--- src/rtl/fmcs_pkg.sv ---
// Constants shared by the fan monitor configuration and status registers.
package fmcs_pkg;

  // ****************************************************************
  // Register indices; the byte address is four times the index.
  // ****************************************************************
  localparam logic [7:0] IDX_VOLT_LOW   = 8'h76;
  localparam logic [7:0] IDX_TEMP_LOW   = 8'h77;
  localparam logic [7:0] IDX_FAN_CFG    = 8'h78;
  localparam logic [7:0] IDX_TMR_STAT   = 8'h79;
  localparam logic [7:0] IDX_TMR_LIMIT  = 8'h7A;
  localparam logic [7:0] IDX_LOCK       = 8'h90;
  localparam logic [7:0] IDX_PIN_FUNC   = 8'h91;
  localparam logic [7:0] IDX_DIR_CFG    = 8'h92;
  localparam logic [7:0] IDX_INT_STAT   = 8'h93;
  localparam logic [7:0] IDX_HIGH_BASE  = 8'hA0;
  localparam logic [1:0] ADDR_WORD_PAD  = 2'h0;
  localparam logic [1:0] ADDR_TOP_PAD   = 2'h0;

  // ****************************************************************
  // Measurement channels and field positions.
  // ****************************************************************
  localparam int unsigned NUM_CH        = 5;
  localparam int unsigned CH_CORE_VOLT  = 0;
  localparam int unsigned CH_SUPPLY     = 1;
  localparam int unsigned CH_REMOTE_ONE = 2;
  localparam int unsigned CH_LOCAL      = 3;
  localparam int unsigned CH_REMOTE_TWO = 4;
  localparam int unsigned RES_W         = 10;
  localparam int unsigned LOW_W         = 2;

  localparam int unsigned CFG_ALERT     = 0;
  localparam int unsigned CFG_THERMAL_PIN_EN  = 1;
  localparam int unsigned CFG_BOOST     = 2;
  localparam int unsigned CFG_FAST      = 3;
  localparam int unsigned CFG_DC_LSB    = 4;
  localparam int unsigned CFG_DC_MSB    = 7;
  localparam int unsigned LOCK_BIT      = 0;
  localparam int unsigned DIR_LSB       = 5;
  localparam int unsigned DIR_MSB       = 7;
  localparam int unsigned INT_TMR_BIT   = 5;
  localparam logic [1:0]  THERMAL_PIN_FUNC    = 2'h1;

  // ****************************************************************
  // Reset values.
  // ****************************************************************
  localparam logic [7:0]  RST_BYTE      = 8'h00;
  localparam logic [31:0] RST_WORD      = 32'h0000_0000;
  localparam logic [9:0]  RST_RES       = 10'h000;

  // ****************************************************************
  // Assertion timer.
  // ****************************************************************
  localparam int unsigned CLK_MHZ       = 200;
  localparam int unsigned STEP_TIME_US  = 22760;
  localparam int unsigned STEP_CYCLES_D = STEP_TIME_US * CLK_MHZ;
  localparam int unsigned PRESC_W       = 24;
  localparam logic [7:0]  TMR_SHOW_MIN  = 8'h02;
  localparam logic [7:0]  TMR_FULL      = 8'hFF;
  localparam logic [7:0]  TMR_ONE       = 8'h01;
  localparam logic [7:0]  LIMIT_NOW     = 8'h00;

endpackage

--- src/rtl/fmcs_regs.sv ---
// APB register bank of the fan monitor configuration and status block.
`timescale 1ns/1ps
`default_nettype none

// Overview of operation
// - Voltage low register shows core bits 3:2 and supply bits 5:4.
// - Temperature low register shows remote one, local, remote two low bits.
// - Reading a low register freezes it and its high bytes until read.
// - Base variant: bit 0 clear gives fan drive two, set gives alert.
// - Latching variant: bit 0 clear gives thermal latch, set fan drive.
// - Bit 1 enables thermal pin, with pin function field and direction bits.
// - Thermal input asserted with boost bit forces fans to full duty.
// - Bit 3 selects fast speed measurement, four times per second.
// - Bits 4 to 7 make speed sensing continuous per fan input.
// - Global lock set makes the configuration register ignore writes.
// - Status bits 7:1 read zero until assertion reaches two steps.
// - Status bit 0 sets on thermal assertion, clears on status read.
// - Past two steps status is the 8-bit count of 22.76 ms steps.
// - Count above limit sets timer flag; zero limit flags at assertion.
module fmcs_regs #(
  parameter int unsigned STEP_CYCLES = fmcs_pkg::STEP_CYCLES_D,
  parameter bit          LATCHING    = 1'b0
) (
  // Clock, reset and enable
  input  wire logic        pclk,
  input  wire logic        presetn,
  input  wire logic        ce,
  // APB slave
  input  wire logic        psel,
  input  wire logic        penable,
  input  wire logic        pwrite,
  input  wire logic [11:0] paddr,
  input  wire logic [31:0] pwdata,
  output logic      [31:0] prdata,
  output logic             pready,
  output logic             pslverr,
  // Measurement results
  input  wire logic [9:0]  core_voltage_channel_i,
  input  wire logic [9:0]  supply_voltage_i,
  input  wire logic [9:0]  remote_one_temp_i,
  input  wire logic [9:0]  local_temp_i,
  input  wire logic [9:0]  remote_two_temp_i,
  // Shared pin sources
  input  wire logic        fan_drive_two_i,
  input  wire logic        alert_req_i,
  input  wire logic        thermal_latch_req_i,
  input  wire logic        overtemp_i,
  // Thermal pin, active low
  input  wire logic        thermal_pin_n_i,
  output logic             thermal_pin_n_o,
  output logic             thermal_pin_n_oe,
  // Fan control outputs
  output logic             shared_pin_o,
  output logic             fan_boost_o,
  output logic             fast_speed_o,
  output logic      [3:0]  continuous_speed_sense_o,
  output logic             fan_four_or_timer_flag_o
);

  // ****************************************************************
  // Address decode
  // ****************************************************************
  logic [31:0] rdata_r;
  logic        ready_r;
  logic        err_r;
  logic [7:0]  cfg_r;
  logic [7:0]  lock_r;
  logic [7:0]  pin_func_r;
  logic [7:0]  dir_r;
  logic [7:0]  limit_r;
  logic        int_flag_r;
  logic        flag_r;
  logic [7:0]  dur_r;
  logic [23:0] presc_r;
  logic        act_q_r;
  logic [4:0]  frz_r;
  logic [9:0]  snap_r [5];
  logic        shared_r;
  logic        tp_oe_r;
  logic        boost_r;
  logic        fast_r;
  logic [3:0]  cont_r;

  wire [7:0] idx      = paddr[9:2];
  wire       addr_ok  = (paddr[11:10] == fmcs_pkg::ADDR_TOP_PAD) &&
                        (paddr[1:0] == fmcs_pkg::ADDR_WORD_PAD);
  wire       sel_vlow = addr_ok && (idx == fmcs_pkg::IDX_VOLT_LOW);
  wire       sel_tlow = addr_ok && (idx == fmcs_pkg::IDX_TEMP_LOW);
  wire       sel_cfg  = addr_ok && (idx == fmcs_pkg::IDX_FAN_CFG);
  wire       sel_stat = addr_ok && (idx == fmcs_pkg::IDX_TMR_STAT);
  wire       sel_lim  = addr_ok && (idx == fmcs_pkg::IDX_TMR_LIMIT);
  wire       sel_lock = addr_ok && (idx == fmcs_pkg::IDX_LOCK);
  wire       sel_pinf = addr_ok && (idx == fmcs_pkg::IDX_PIN_FUNC);
  wire       sel_dir  = addr_ok && (idx == fmcs_pkg::IDX_DIR_CFG);
  wire       sel_int  = addr_ok && (idx == fmcs_pkg::IDX_INT_STAT);
  wire [7:0] hi_off   = idx - fmcs_pkg::IDX_HIGH_BASE;
  wire       sel_high = addr_ok && (idx >= fmcs_pkg::IDX_HIGH_BASE) &&
                        (hi_off < 8'(fmcs_pkg::NUM_CH));
  wire       mapped   = sel_vlow | sel_tlow | sel_cfg | sel_stat |
                        sel_lim | sel_lock | sel_pinf | sel_dir |
                        sel_int | sel_high;

  // One wait state: ready rises at the first access edge, and the
  // transfer completes at the edge where the master sees it high.
  wire acc_go  = ce && psel && penable && !ready_r;
  wire done    = ce && psel && penable && ready_r;
  wire wr_done = done && pwrite;
  wire rd_done = done && !pwrite;

  // ****************************************************************
  // Measurement snapshots and freeze
  // ****************************************************************
  logic [9:0] live [5];
  assign live[fmcs_pkg::CH_CORE_VOLT]  = core_voltage_channel_i;
  assign live[fmcs_pkg::CH_SUPPLY]     = supply_voltage_i;
  assign live[fmcs_pkg::CH_REMOTE_ONE] = remote_one_temp_i;
  assign live[fmcs_pkg::CH_LOCAL]      = local_temp_i;
  assign live[fmcs_pkg::CH_REMOTE_TWO] = remote_two_temp_i;

  wire rd_vlow = rd_done && sel_vlow;
  wire rd_tlow = rd_done && sel_tlow;
  wire rd_high = rd_done && sel_high;

  genvar ch;
  generate
    for (ch = 0; ch < fmcs_pkg::NUM_CH; ch++) begin : g_ch
      localparam bit IS_VOLT = (ch < fmcs_pkg::CH_REMOTE_ONE);
      wire frz_set = IS_VOLT ? rd_vlow : rd_tlow;
      wire frz_clr = rd_high && (hi_off == 8'(ch));
      wire frz_nxt = frz_set | (frz_r[ch] & ~frz_clr);
      always_ff @(posedge pclk or negedge presetn) begin
        if (!presetn) begin
          frz_r[ch]  <= 1'b0;
          snap_r[ch] <= fmcs_pkg::RST_RES;
        end else if (ce) begin
          frz_r[ch] <= frz_nxt;
          if (!frz_r[ch] && !frz_set) begin
            snap_r[ch] <= live[ch];
          end
        end
      end
    end
  endgenerate

  wire [7:0] volt_low = {2'h0,
                         snap_r[fmcs_pkg::CH_SUPPLY][1:0],
                         snap_r[fmcs_pkg::CH_CORE_VOLT][1:0],
                         2'h0};
  wire [7:0] temp_low = {snap_r[fmcs_pkg::CH_REMOTE_TWO][1:0],
                         snap_r[fmcs_pkg::CH_LOCAL][1:0],
                         snap_r[fmcs_pkg::CH_REMOTE_ONE][1:0],
                         2'h0};
  wire [2:0] hi_ch    = hi_off[2:0];
  wire [7:0] high_val = snap_r[hi_ch][9:2];

  // ****************************************************************
  // Thermal input and assertion timer
  // ****************************************************************
  logic thermal_pin_n_s;
  fmcs_sync #(
    .W (1)
  ) u_thermal_pin_sync (
    .pclk    (pclk),
    .presetn (presetn),
    .ce      (ce),
    .async_i (thermal_pin_n_i),
    .sync_o  (thermal_pin_n_s)
  );

  wire func_en  = cfg_r[fmcs_pkg::CFG_THERMAL_PIN_EN] &&
                  (pin_func_r[1:0] == fmcs_pkg::THERMAL_PIN_FUNC);
  wire dir_out  = |dir_r[fmcs_pkg::DIR_MSB:fmcs_pkg::DIR_LSB];
  wire act      = func_en && !thermal_pin_n_s;
  wire act_rise = act && !act_q_r;
  wire rd_stat  = rd_done && sel_stat;
  wire rd_int   = rd_done && sel_int;
  localparam int unsigned PRESC_W = fmcs_pkg::PRESC_W;
  wire tick     = act && (presc_r == PRESC_W'(STEP_CYCLES - 1));

  wire [23:0] presc_nxt = (rd_stat || !act) ? '0 :
                          tick ? '0 : presc_r + 24'h000001;
  wire        dur_full  = (dur_r == fmcs_pkg::TMR_FULL);
  wire [7:0]  dur_nxt   = rd_stat ? fmcs_pkg::RST_BYTE :
                          (tick && !dur_full) ?
                          dur_r + fmcs_pkg::TMR_ONE : dur_r;
  wire        flag_nxt  = act_rise | (flag_r & ~rd_stat);
  wire        shown     = (dur_r >= fmcs_pkg::TMR_SHOW_MIN);
  wire [7:0]  stat_val  = shown ? dur_r :
                          {7'h00, flag_r};
  wire        over_lim  = act && (limit_r == fmcs_pkg::LIMIT_NOW) ?
                          act_rise : (dur_r > limit_r);
  wire        int_nxt   = over_lim | (int_flag_r & ~rd_int);

  always_ff @(posedge pclk or negedge presetn) begin
    if (!presetn) begin
      act_q_r    <= 1'b0;
      presc_r    <= '0;
      dur_r      <= fmcs_pkg::RST_BYTE;
      flag_r     <= 1'b0;
      int_flag_r <= 1'b0;
    end else if (ce) begin
      act_q_r    <= act;
      presc_r    <= presc_nxt;
      dur_r      <= dur_nxt;
      flag_r     <= flag_nxt;
      int_flag_r <= int_nxt;
    end
  end

  // ****************************************************************
  // Writable registers
  // ****************************************************************
  wire locked  = lock_r[fmcs_pkg::LOCK_BIT];
  wire wr_cfg  = wr_done && sel_cfg && !locked;
  wire [7:0] wb = pwdata[7:0];

  always_ff @(posedge pclk or negedge presetn) begin
    if (!presetn) begin
      cfg_r      <= fmcs_pkg::RST_BYTE;
      lock_r     <= fmcs_pkg::RST_BYTE;
      pin_func_r <= fmcs_pkg::RST_BYTE;
      dir_r      <= fmcs_pkg::RST_BYTE;
      limit_r    <= fmcs_pkg::RST_BYTE;
    end else if (ce && wr_done) begin
      if (wr_cfg) begin
        cfg_r <= wb;
      end
      if (sel_lock) begin
        lock_r <= lock_r | wb;
      end
      if (sel_pinf) begin
        pin_func_r <= wb;
      end
      if (sel_dir) begin
        dir_r <= wb;
      end
      if (sel_lim) begin
        limit_r <= wb;
      end
    end
  end

  // ****************************************************************
  // Read data and APB answer
  // ****************************************************************
  logic [7:0] rsel;
  always_comb begin
    rsel = fmcs_pkg::RST_BYTE;
    case (1'b1)
      sel_vlow: rsel = volt_low;
      sel_tlow: rsel = temp_low;
      sel_cfg:  rsel = cfg_r;
      sel_stat: rsel = stat_val;
      sel_lim:  rsel = limit_r;
      sel_lock: rsel = lock_r;
      sel_pinf: rsel = pin_func_r;
      sel_dir:  rsel = dir_r;
      sel_int:  rsel = {2'h0, int_flag_r, 5'h00};
      sel_high: rsel = high_val;
      default:  rsel = fmcs_pkg::RST_BYTE;
    endcase
  end

  always_ff @(posedge pclk or negedge presetn) begin
    if (!presetn) begin
      ready_r <= 1'b0;
      err_r   <= 1'b0;
      rdata_r <= fmcs_pkg::RST_WORD;
    end else if (ce) begin
      ready_r <= acc_go;
      err_r   <= acc_go && !mapped;
      if (acc_go && !pwrite) begin
        rdata_r <= {24'h000000, rsel};
      end
    end
  end

  // ****************************************************************
  // Pin and fan control outputs
  // ****************************************************************
  // The shared pin is registered so that a mode change never glitches
  // the fan drive mid-cycle.
  wire sh_base  = cfg_r[fmcs_pkg::CFG_ALERT] ? !alert_req_i
                                             : fan_drive_two_i;
  wire sh_latch = cfg_r[fmcs_pkg::CFG_ALERT] ? fan_drive_two_i
                                             : thermal_latch_req_i;
  wire sh_nxt   = LATCHING ? sh_latch : sh_base;

  always_ff @(posedge pclk or negedge presetn) begin
    if (!presetn) begin
      shared_r <= 1'b0;
      tp_oe_r  <= 1'b0;
      boost_r  <= 1'b0;
      fast_r   <= 1'b0;
      cont_r   <= '0;
    end else if (ce) begin
      shared_r <= sh_nxt;
      tp_oe_r  <= func_en && dir_out && overtemp_i;
      boost_r  <= act && cfg_r[fmcs_pkg::CFG_BOOST];
      fast_r   <= cfg_r[fmcs_pkg::CFG_FAST];
      cont_r   <= cfg_r[fmcs_pkg::CFG_DC_MSB:fmcs_pkg::CFG_DC_LSB];
    end
  end

  assign prdata                   = rdata_r;
  assign pready                   = ready_r;
  assign pslverr                  = err_r;
  assign shared_pin_o             = shared_r;
  assign thermal_pin_n_o          = 1'b0;
  assign thermal_pin_n_oe         = tp_oe_r;
  assign fan_boost_o              = boost_r;
  assign fast_speed_o             = fast_r;
  assign continuous_speed_sense_o = cont_r;
  assign fan_four_or_timer_flag_o = int_flag_r;
endmodule
`default_nettype wire

--- src/rtl/fmcs_sync.sv ---
// Two-flop synchroniser for levels from outside the clock domain.
`timescale 1ns/1ps
`default_nettype none
module fmcs_sync #(
  parameter int unsigned W = 1
) (
  // Clock, reset and enable
  input  wire logic         pclk,
  input  wire logic         presetn,
  input  wire logic         ce,
  // Levels
  input  wire logic [W-1:0] async_i,
  output logic      [W-1:0] sync_o
);

  logic [W-1:0] stage1_r;
  logic [W-1:0] stage2_r;

  always_ff @(posedge pclk or negedge presetn) begin
    if (!presetn) begin
      stage1_r <= '0;
      stage2_r <= '0;
    end else if (ce) begin
      stage1_r <= async_i;
      stage2_r <= stage1_r;
    end
  end

  assign sync_o = stage2_r;

endmodule
`default_nettype wire

--- config.mk ---
export PLATFORM = sky130hd
export DESIGN_NAME = fmcs_regs
export DESIGN_NICKNAME = d
export VERILOG_FILES = /design/src/rtl/fmcs_pkg.sv /design/src/rtl/fmcs_regs.sv /design/src/rtl/fmcs_sync.sv
export SDC_FILE = /design/constraint.sdc
export NUM_CORES = 1
export LEC_CHECK = 0
export ABC_AREA = 1
export BUFFER_PORTS_ARGS = -buffer_cell sky130_fd_sc_hd__buf_2
export CAP_MARGIN = 10
export CELL_PAD_IN_SITES_DETAIL_PLACEMENT = 0
export CELL_PAD_IN_SITES_GLOBAL_PLACEMENT = 1
export CORE_AREA = 4 4 160 147
export DETAILED_ROUTE_END_ITERATION = 8
export DIE_AREA = 0 0 164 151
export MAX_ROUTING_LAYER = met4
export PLACE_DENSITY = 0.86
export SKIP_CTS_REPAIR_TIMING = 1
export SLEW_MARGIN = 5
export SYNTH_ARGS = -nofsm -noshare
export SYNTH_HDL_FRONTEND = slang
export SYNTH_SLANG_ARGS = --single-unit
--- constraint.sdc ---
create_clock -name pclk -period 1.9 [get_ports pclk]
set_clock_uncertainty 0.15 [all_clocks]
set_input_delay 0.475 -clock pclk [delete_from_list [all_inputs] [get_ports pclk]]
set_output_delay 0.475 -clock pclk [all_outputs]
set_load 0.005 [all_outputs]
; Yosys cells after proc, flatten, opt, wreduce, memory -nomap -nowiden
; Index checks and enable logic that the tools add are counted.
; Widths: inputs -> output; s select.
[word_totals]
out_inout_bits = 44
word_cells = 188
regBits = 150
[classes]
reduce_logical = 82
n_bitwise = 32
muxes = 20
eq_ne = 16
add_sub_neg = 3
magnitude_cmp = 5
[op_table]
columns = cell, n
row1 = $mux 8, 13
row2 = $mux 24, 2
row3 = $logic_and 1x1->1, 47
row4 = $eq 8x7->1 const B, 5
row5 = $eq 8x8->1 const B, 5
row6 = $bmux 10 s3, 1
row7 = $add 24x1->24 const B, 1
row8 = $eq 24x23->1 const B, 1
row9 = $reduce_and 2->1, 12
row10 = $mux 10, 2
row11 = $eq 8x2->1 const B, 2
row12 = $logic_not 1->1, 16
row13 = $logic_not 8->1, 2
row14 = $or 1x1->1, 16
row15 = $add 8x1->8 const B, 1
row16 = $eq 8x1->1 const B, 1
row17 = $eq 8x3->1 const B, 1
row18 = $ge 8x2->1 const B, 1
row19 = $ge 8x8->1 const B, 1
row20 = $gt 8x8->1, 1
row21 = $lt 8x3->1 const B, 1
row22 = $or 8x8->8, 1
row23 = $sub 8x8->8 const B, 1
row24 = $and 1x1->1, 7
row25 = 9 further kinds, 17

; Depth between registers and ports, before layout
[logic_depth]
depth_word = 15
ltp_mapped = 18
ltp_nobuf = 18

; By module
; A second synthesis with hierarchy kept.
[unflattened]
hier_cells = 1032
area_unflattened_um2 = 8296.7
[by_module_without_submodules]
columns = mod, cells_per_inst, area_each_um2, instances
row1 = fmcs_regs, 1023, 8220.4, 1
row2 = fmcs_sync, 9, 76.3, 1

; Worst setup path before layout
; Ideal clock, no wire load.
[synth_timing]
kind = input to register
startpoint = input port paddr[7]
endpoint = register frz_r[4]
setup_time_ns = 0.131
path_stages = 9
n_path_buf = 0
t_required_ns = 1.619
path_slack_ns = -0.091
arrival_ns = 1.710
cell_sequence = inv_1 -> ha_1 -> nand3_1 -> nor2_1 -> inv_1 -> nor2_2 -> nand2_1 -> o41ai_1 -> nand2_1
[synth_between]
elab_chain_len = 8
elab_cells_between_ends = 14
classes_between = 1 x add/sub / 2 x order compare / 2 x eq/ne / 3 x bitwise / 6 x reduce/logical
[synth_lines]
columns = item, line_no
row1 = start: declaration, fmcs_regs.sv:32  ; input wire logic [11:0] paddr,
row2 = $sub 8x8->8 / $ge 8x8->1 (equally long branches), "fmcs_regs.sv:96, fmcs_regs.sv:97"
row3 = $lt 8x3->1 / $logic_and 1x1->1 (equally long branches), "fmcs_regs.sv:98, fmcs_regs.sv:97"
row4 = $logic_and 1x1->1, fmcs_regs.sv:97  ; wire sel_high = addr_ok && (idx >= fmcs_pkg::IDX_HIGH_BASE) &&
row5 = $logic_and 1x1->1, fmcs_regs.sv:122  ; wire rd_high = rd_done && sel_high;
row6 = $logic_and 1x1->1, fmcs_regs.sv:129  ; wire frz_clr = rd_high && (hi_off == 8'(ch));
row7 = $not 1->1, fmcs_regs.sv:130  ; wire frz_nxt = frz_set | (frz_r[ch] & ~frz_clr);
row8 = $and 1x1->1, fmcs_regs.sv:130
row9 = $or 1x1->1 *, fmcs_regs.sv:130
row10 = end signal: indexed assignment, fmcs_regs.sv:136  ; frz_r[ch] <= frz_nxt;
row11 = end: declaration, fmcs_regs.sv:76  ; logic [4:0] frz_r;
; Mark *: on every way between the ends. The rest lies on a longest branch, timed or not.
; A chain may end at the register's enable or synchronous reset.

; Worst setup path in the final report
[layout_timing]
startpoint = register presc_r[1]
endpoint = register dur_r[3]
[layout_between]
elab_chain_len = 5
[layout_lines]
columns = item, line_no
row1 = start: declaration, fmcs_regs.sv:74  ; logic [23:0] presc_r;
row2 = start signal: assignment, fmcs_regs.sv:203  ; presc_r <= presc_nxt;
row3 = $eq 24x23->1, fmcs_regs.sv:178  ; wire tick = act && (presc_r == PRESC_W'(STEP_CYCLES - 1));
row4 = $logic_and 1x1->1, fmcs_regs.sv:178
row5 = $logic_and 1x1->1, fmcs_regs.sv:184  ; (tick && !dur_full) ?
row6 = $reduce_bool 2->1 (no line), n/a
row7 = $reduce_and 2->1 (no line), n/a
row8 = end signal: assignment, fmcs_regs.sv:198  ; dur_r <= fmcs_pkg::RST_BYTE;
row9 = end signal: assignment, fmcs_regs.sv:204  ; dur_r <= dur_nxt;
row10 = end: declaration, fmcs_regs.sv:73  ; logic [7:0] dur_r;
; Every way passes these cells.

==> key figures <==
Die
  • Die Y: 151 µm
  • Standard-cell row count: 52
  • Area inside the core boundary: 21990 µm²
  • Initial core utilization: a little under two fifths
  • Number of primary I/O pins: 149
  • Full die area: 24760 µm²
  • Width of the chip: 164 µm

STA
  • Worst Setup Slack, final: -0.1335 ns
  • RSZ-0062 raised after global routing: true
  • Final setup violation count: 9
  • Max Clk Rate: 491.8 MHz
  • Final clock period utilization by the worst path: 107.0%
  • Min cycle time layout: 2.033 ns
  • Total negative slack for setup checks: -0.8904 ns
  • Final hold vios: 0
  • Max-slew violation total from the final report: 0

Synthesis
  • Sequential share of the synthesized area: between 40% and 50%
  • Number of different library cells in the post-synthesis netlist: 45
  • Number of instances in the synthesized netlist: around 1000
  • Post-synth design cell area: 8203 µm²
  • Number of synthesized flops with an enable pin: 0
  • Top cell type by total area after synthesis: sky130_fd_sc_hd__dfrtp_1
  • Most instantiated library cell after synthesis: sky130_fd_sc_hd__nand2_1
  • Most instantiated cells after synthesis: sky130_fd_sc_hd__nand2_1, sky130_fd_sc_hd__dfrtp_1, sky130_fd_sc_hd__inv_1, sky130_fd_sc_hd__nor2_1, sky130_fd_sc_hd__nand3_1
  • Proportion of netlist area held by the largest area contributor: 45.76%
  • Count of synthesis-stage warnings from yosys: 0
  • Mean area per synthesized cell: 8.098 µm²
  • Async set-reset flop share out of synthesis: 100.0%
  • Flip-flop and latch count after synthesis: 150
  • Ranking of synthesized cells by area: sky130_fd_sc_hd__dfrtp_1, sky130_fd_sc_hd__nand2_1, sky130_fd_sc_hd__inv_1
  • Predominant post-synthesis flop cell: sky130_fd_sc_hd__dfrtp_1

Global route
  • Antenna violations before repair: 0
  • Vias in the first global route: 7570
  • Total Routing Usage GR: 21.60%
  • Pin count of the biggest net entering global routing: 60
  • Global-route wire length before repair: 40370 µm
  • Global route total overflow: 0

Critical path
  • Peak fanout along the critical path: 6
  • Reg2Reg Setup Slack: -0.13 ns
  • Worst setup path endpoint: dur_r[3]
  • Required time reported for the critical path endpoint: just over 2 ns
  • Worst flop-to-flop path endpoint: dur_r[3]
  • Critical path start-end classification: flop to flop
  • Startpoint of the worst-slack reg-to-reg timing path: presc_r[1]
  • Launching element of the worst setup path: presc_r[1]
  • Max stage delay cell, worst path: sky130_fd_sc_hd__dfrtp_1
  • Most frequent cell on the critical path: sky130_fd_sc_hd__o21ai_2
  • Arr. time, crit path: 2.19 ns
  • Cells along the critical path: ha_4, nand3_4, nor4_4, buf_4, nand4_1, o21ai_2, nand2_2, inv_4, o21ai_2
  • Kind of launch point of the worst setup path: flop
  • Number of cells on the worst reg-to-reg path: 9
  • CP endpoint kind: flop
  • Maximum cell stage delay along the critical path: about 0.40 ns

Layout
  • Fraction of final layout cells with drive strength greater than 1: roughly a third
  • Antenna fix cells: 0
  • Final layout net count: 1406
  • Layout Cells excl Fill: 1599
  • Layout overhead on the synthesized area: 38.67%
  • Post-route design area: 11370 µm²

Placed design
  • Port Buffers: 98
  • Area after DPL: between 10000 and 15000 µm²
  • Placed cell count: 1558
  • Final weighted congestion in routability-driven placement: 0.9299
  • Final HPWL DP: 20110 µm
  • Post-place setup slack: -0.3573 ns

Power and ir drop
  • Power density normalized to cell area: 651.7 nW/µm²
  • LEAKAGE: between 5 and 6 nW
  • Max IR drop VDD: about 0.54 mV

Route
  • Vias after detailed routing: between 7000 and 8000
  • Final antenna-violating net count: 0
  • WL/cell: 16.24 µm
  • Initial drt markers: 628
  • Total DRC errors in the routed layout: 0
  • Number of detailed-route iterations in the first pass: 6
  • Mean number of vias per cell: 4.964
  • Routed Wire Length: between 20000 and 30000 µm

Clock tree
  • Master cell of the clock root buffer: sky130_fd_sc_hd__clkbuf_16
  • Clock tree from TritonCTS: yes
  • Post-CTS clock slew at the launch and capture registers of the worst setup and hold paths: around 0.07 ns
  • Clock network latency to the later pin of the worst-skew pair: 0.43 ns
  • Num Clock Sinks: 150
  • Number of buffers on the longest clock path: 2
  • H-tree levels: 4
  • Number of buffers created by CTS: 17

Worst hold path
  • Classification of the worst-slack hold path: input port to flop

Flow run
  • Max Cap Violations: 0

Outcome
  • Status: finished, violations left
  • Violations in the final reports: setup timing
through the flow:
stage / utilization (%) / hold slack [ns] / power [mW]
global placement: 47.02 / 0.2106 / 4.084
floorplan: - / 0.02941 / 3.729
global route: 51.72 / 0.1220 / 7.704
detailed placement: 47.02 / 0.2087 / 4.096
CTS: 49.61 / -0.2460 / 7.382
finish: 51.72 / 0.1137 / 7.413
worst min path at each step:
stage                              start         end  slack, ns  cells past startpoint
global route        remote_one_temp_i[0]  snap_r[20]       0.12                      2
CTS                              presetn  presc_r[0]      -0.25                      1
global placement                 presetn  presc_r[0]       0.21                      1
detailed placement               presetn  presc_r[0]       0.21                      1
finish               supply_voltage_i[3]  snap_r[33]       0.11                      3
floorplan                        presetn     act_q_r       0.03                      0
registers in the layout, summed over array words and instances, names as in the netlist, 4 cells and up:
name,flops
prdata,8
limit_r,8
frz_r,5
dir_r,8
presc_r,24
dur_r,8
snap_r,50
continuous_speed_sense_o,4
pin_func_r,8
cfg_r,8
lock_r,8
kinds of logic (layout without fill, tap and decap cells):
kind of cell / count (synthesis) / count (layout) / synth area share (%)
xor+xnor: 17 / 17 / 1.815
buf+inv: 177 / 442 / 9.686
fa+ha+maj: 12 / 12 / 1.830
mux: 35 / 35 / 4.805
flops: 150 / 150 / 45.76
simple gates: 482 / 482 / 26.69
compound gates: 139 / 139 / 9.366
other cells: 1 / 25 / 0.04572
cell usage in the layout (no fill, tap or decap), drive strengths merged, types with 5 or more instances in the layout:
cell type / count
nand4: 33
nand3: 51
mux2: 35
nor4: 12
clkbuf: 18
dfrtp: 150
inv: 134
nor3: 24
o21ai: 92
nor2: 83
a21oi: 22
buf: 280
conb: 25
xor2: 16
nand3b: 5
ha: 12
nand2: 270
o21bai: 8
where the power goes:
part,total [mW],switching [mW],internal [mW]
logic,0.754,0.412,0.343
registers,3.36,0.0654,3.30
clock network,3.30,1.47,1.83
final cells by class:
type                    instances  area [µm²]
fillers                      2088       10620
multi-input cells             710        4185
flip-flops and latches        150        3759
repair buffers                281        1994
inverters                     129       496.7
clock buffers                  18       429.2
well taps                     297       371.6
clock inverters                14       138.9
metal layers:
metal	up-vias	share of wire, %	routed length [µm]	track usage (%)
li1	3826	-	-	-
met1	3810	50	12890	32.38
met2	273	43	11130	30.85
met3	28	6.5	1678	4.000
met4	0	1.0	261	3.899
met5	-	0	0	-
critical path, delay by kind of cell, from the launching register on:
| family | cells | cell delay (ns) |
|---|---|---|
| simple gates | 4 | 0.65 |
| buf+inv | 2 | 0.27 |
| compound gates | 2 | 0.27 |
| fa+ha+maj | 1 | 0.18 |
| flops | 1 | 0.40 |
Note: power is estimated with default switching activity, not from simulation.
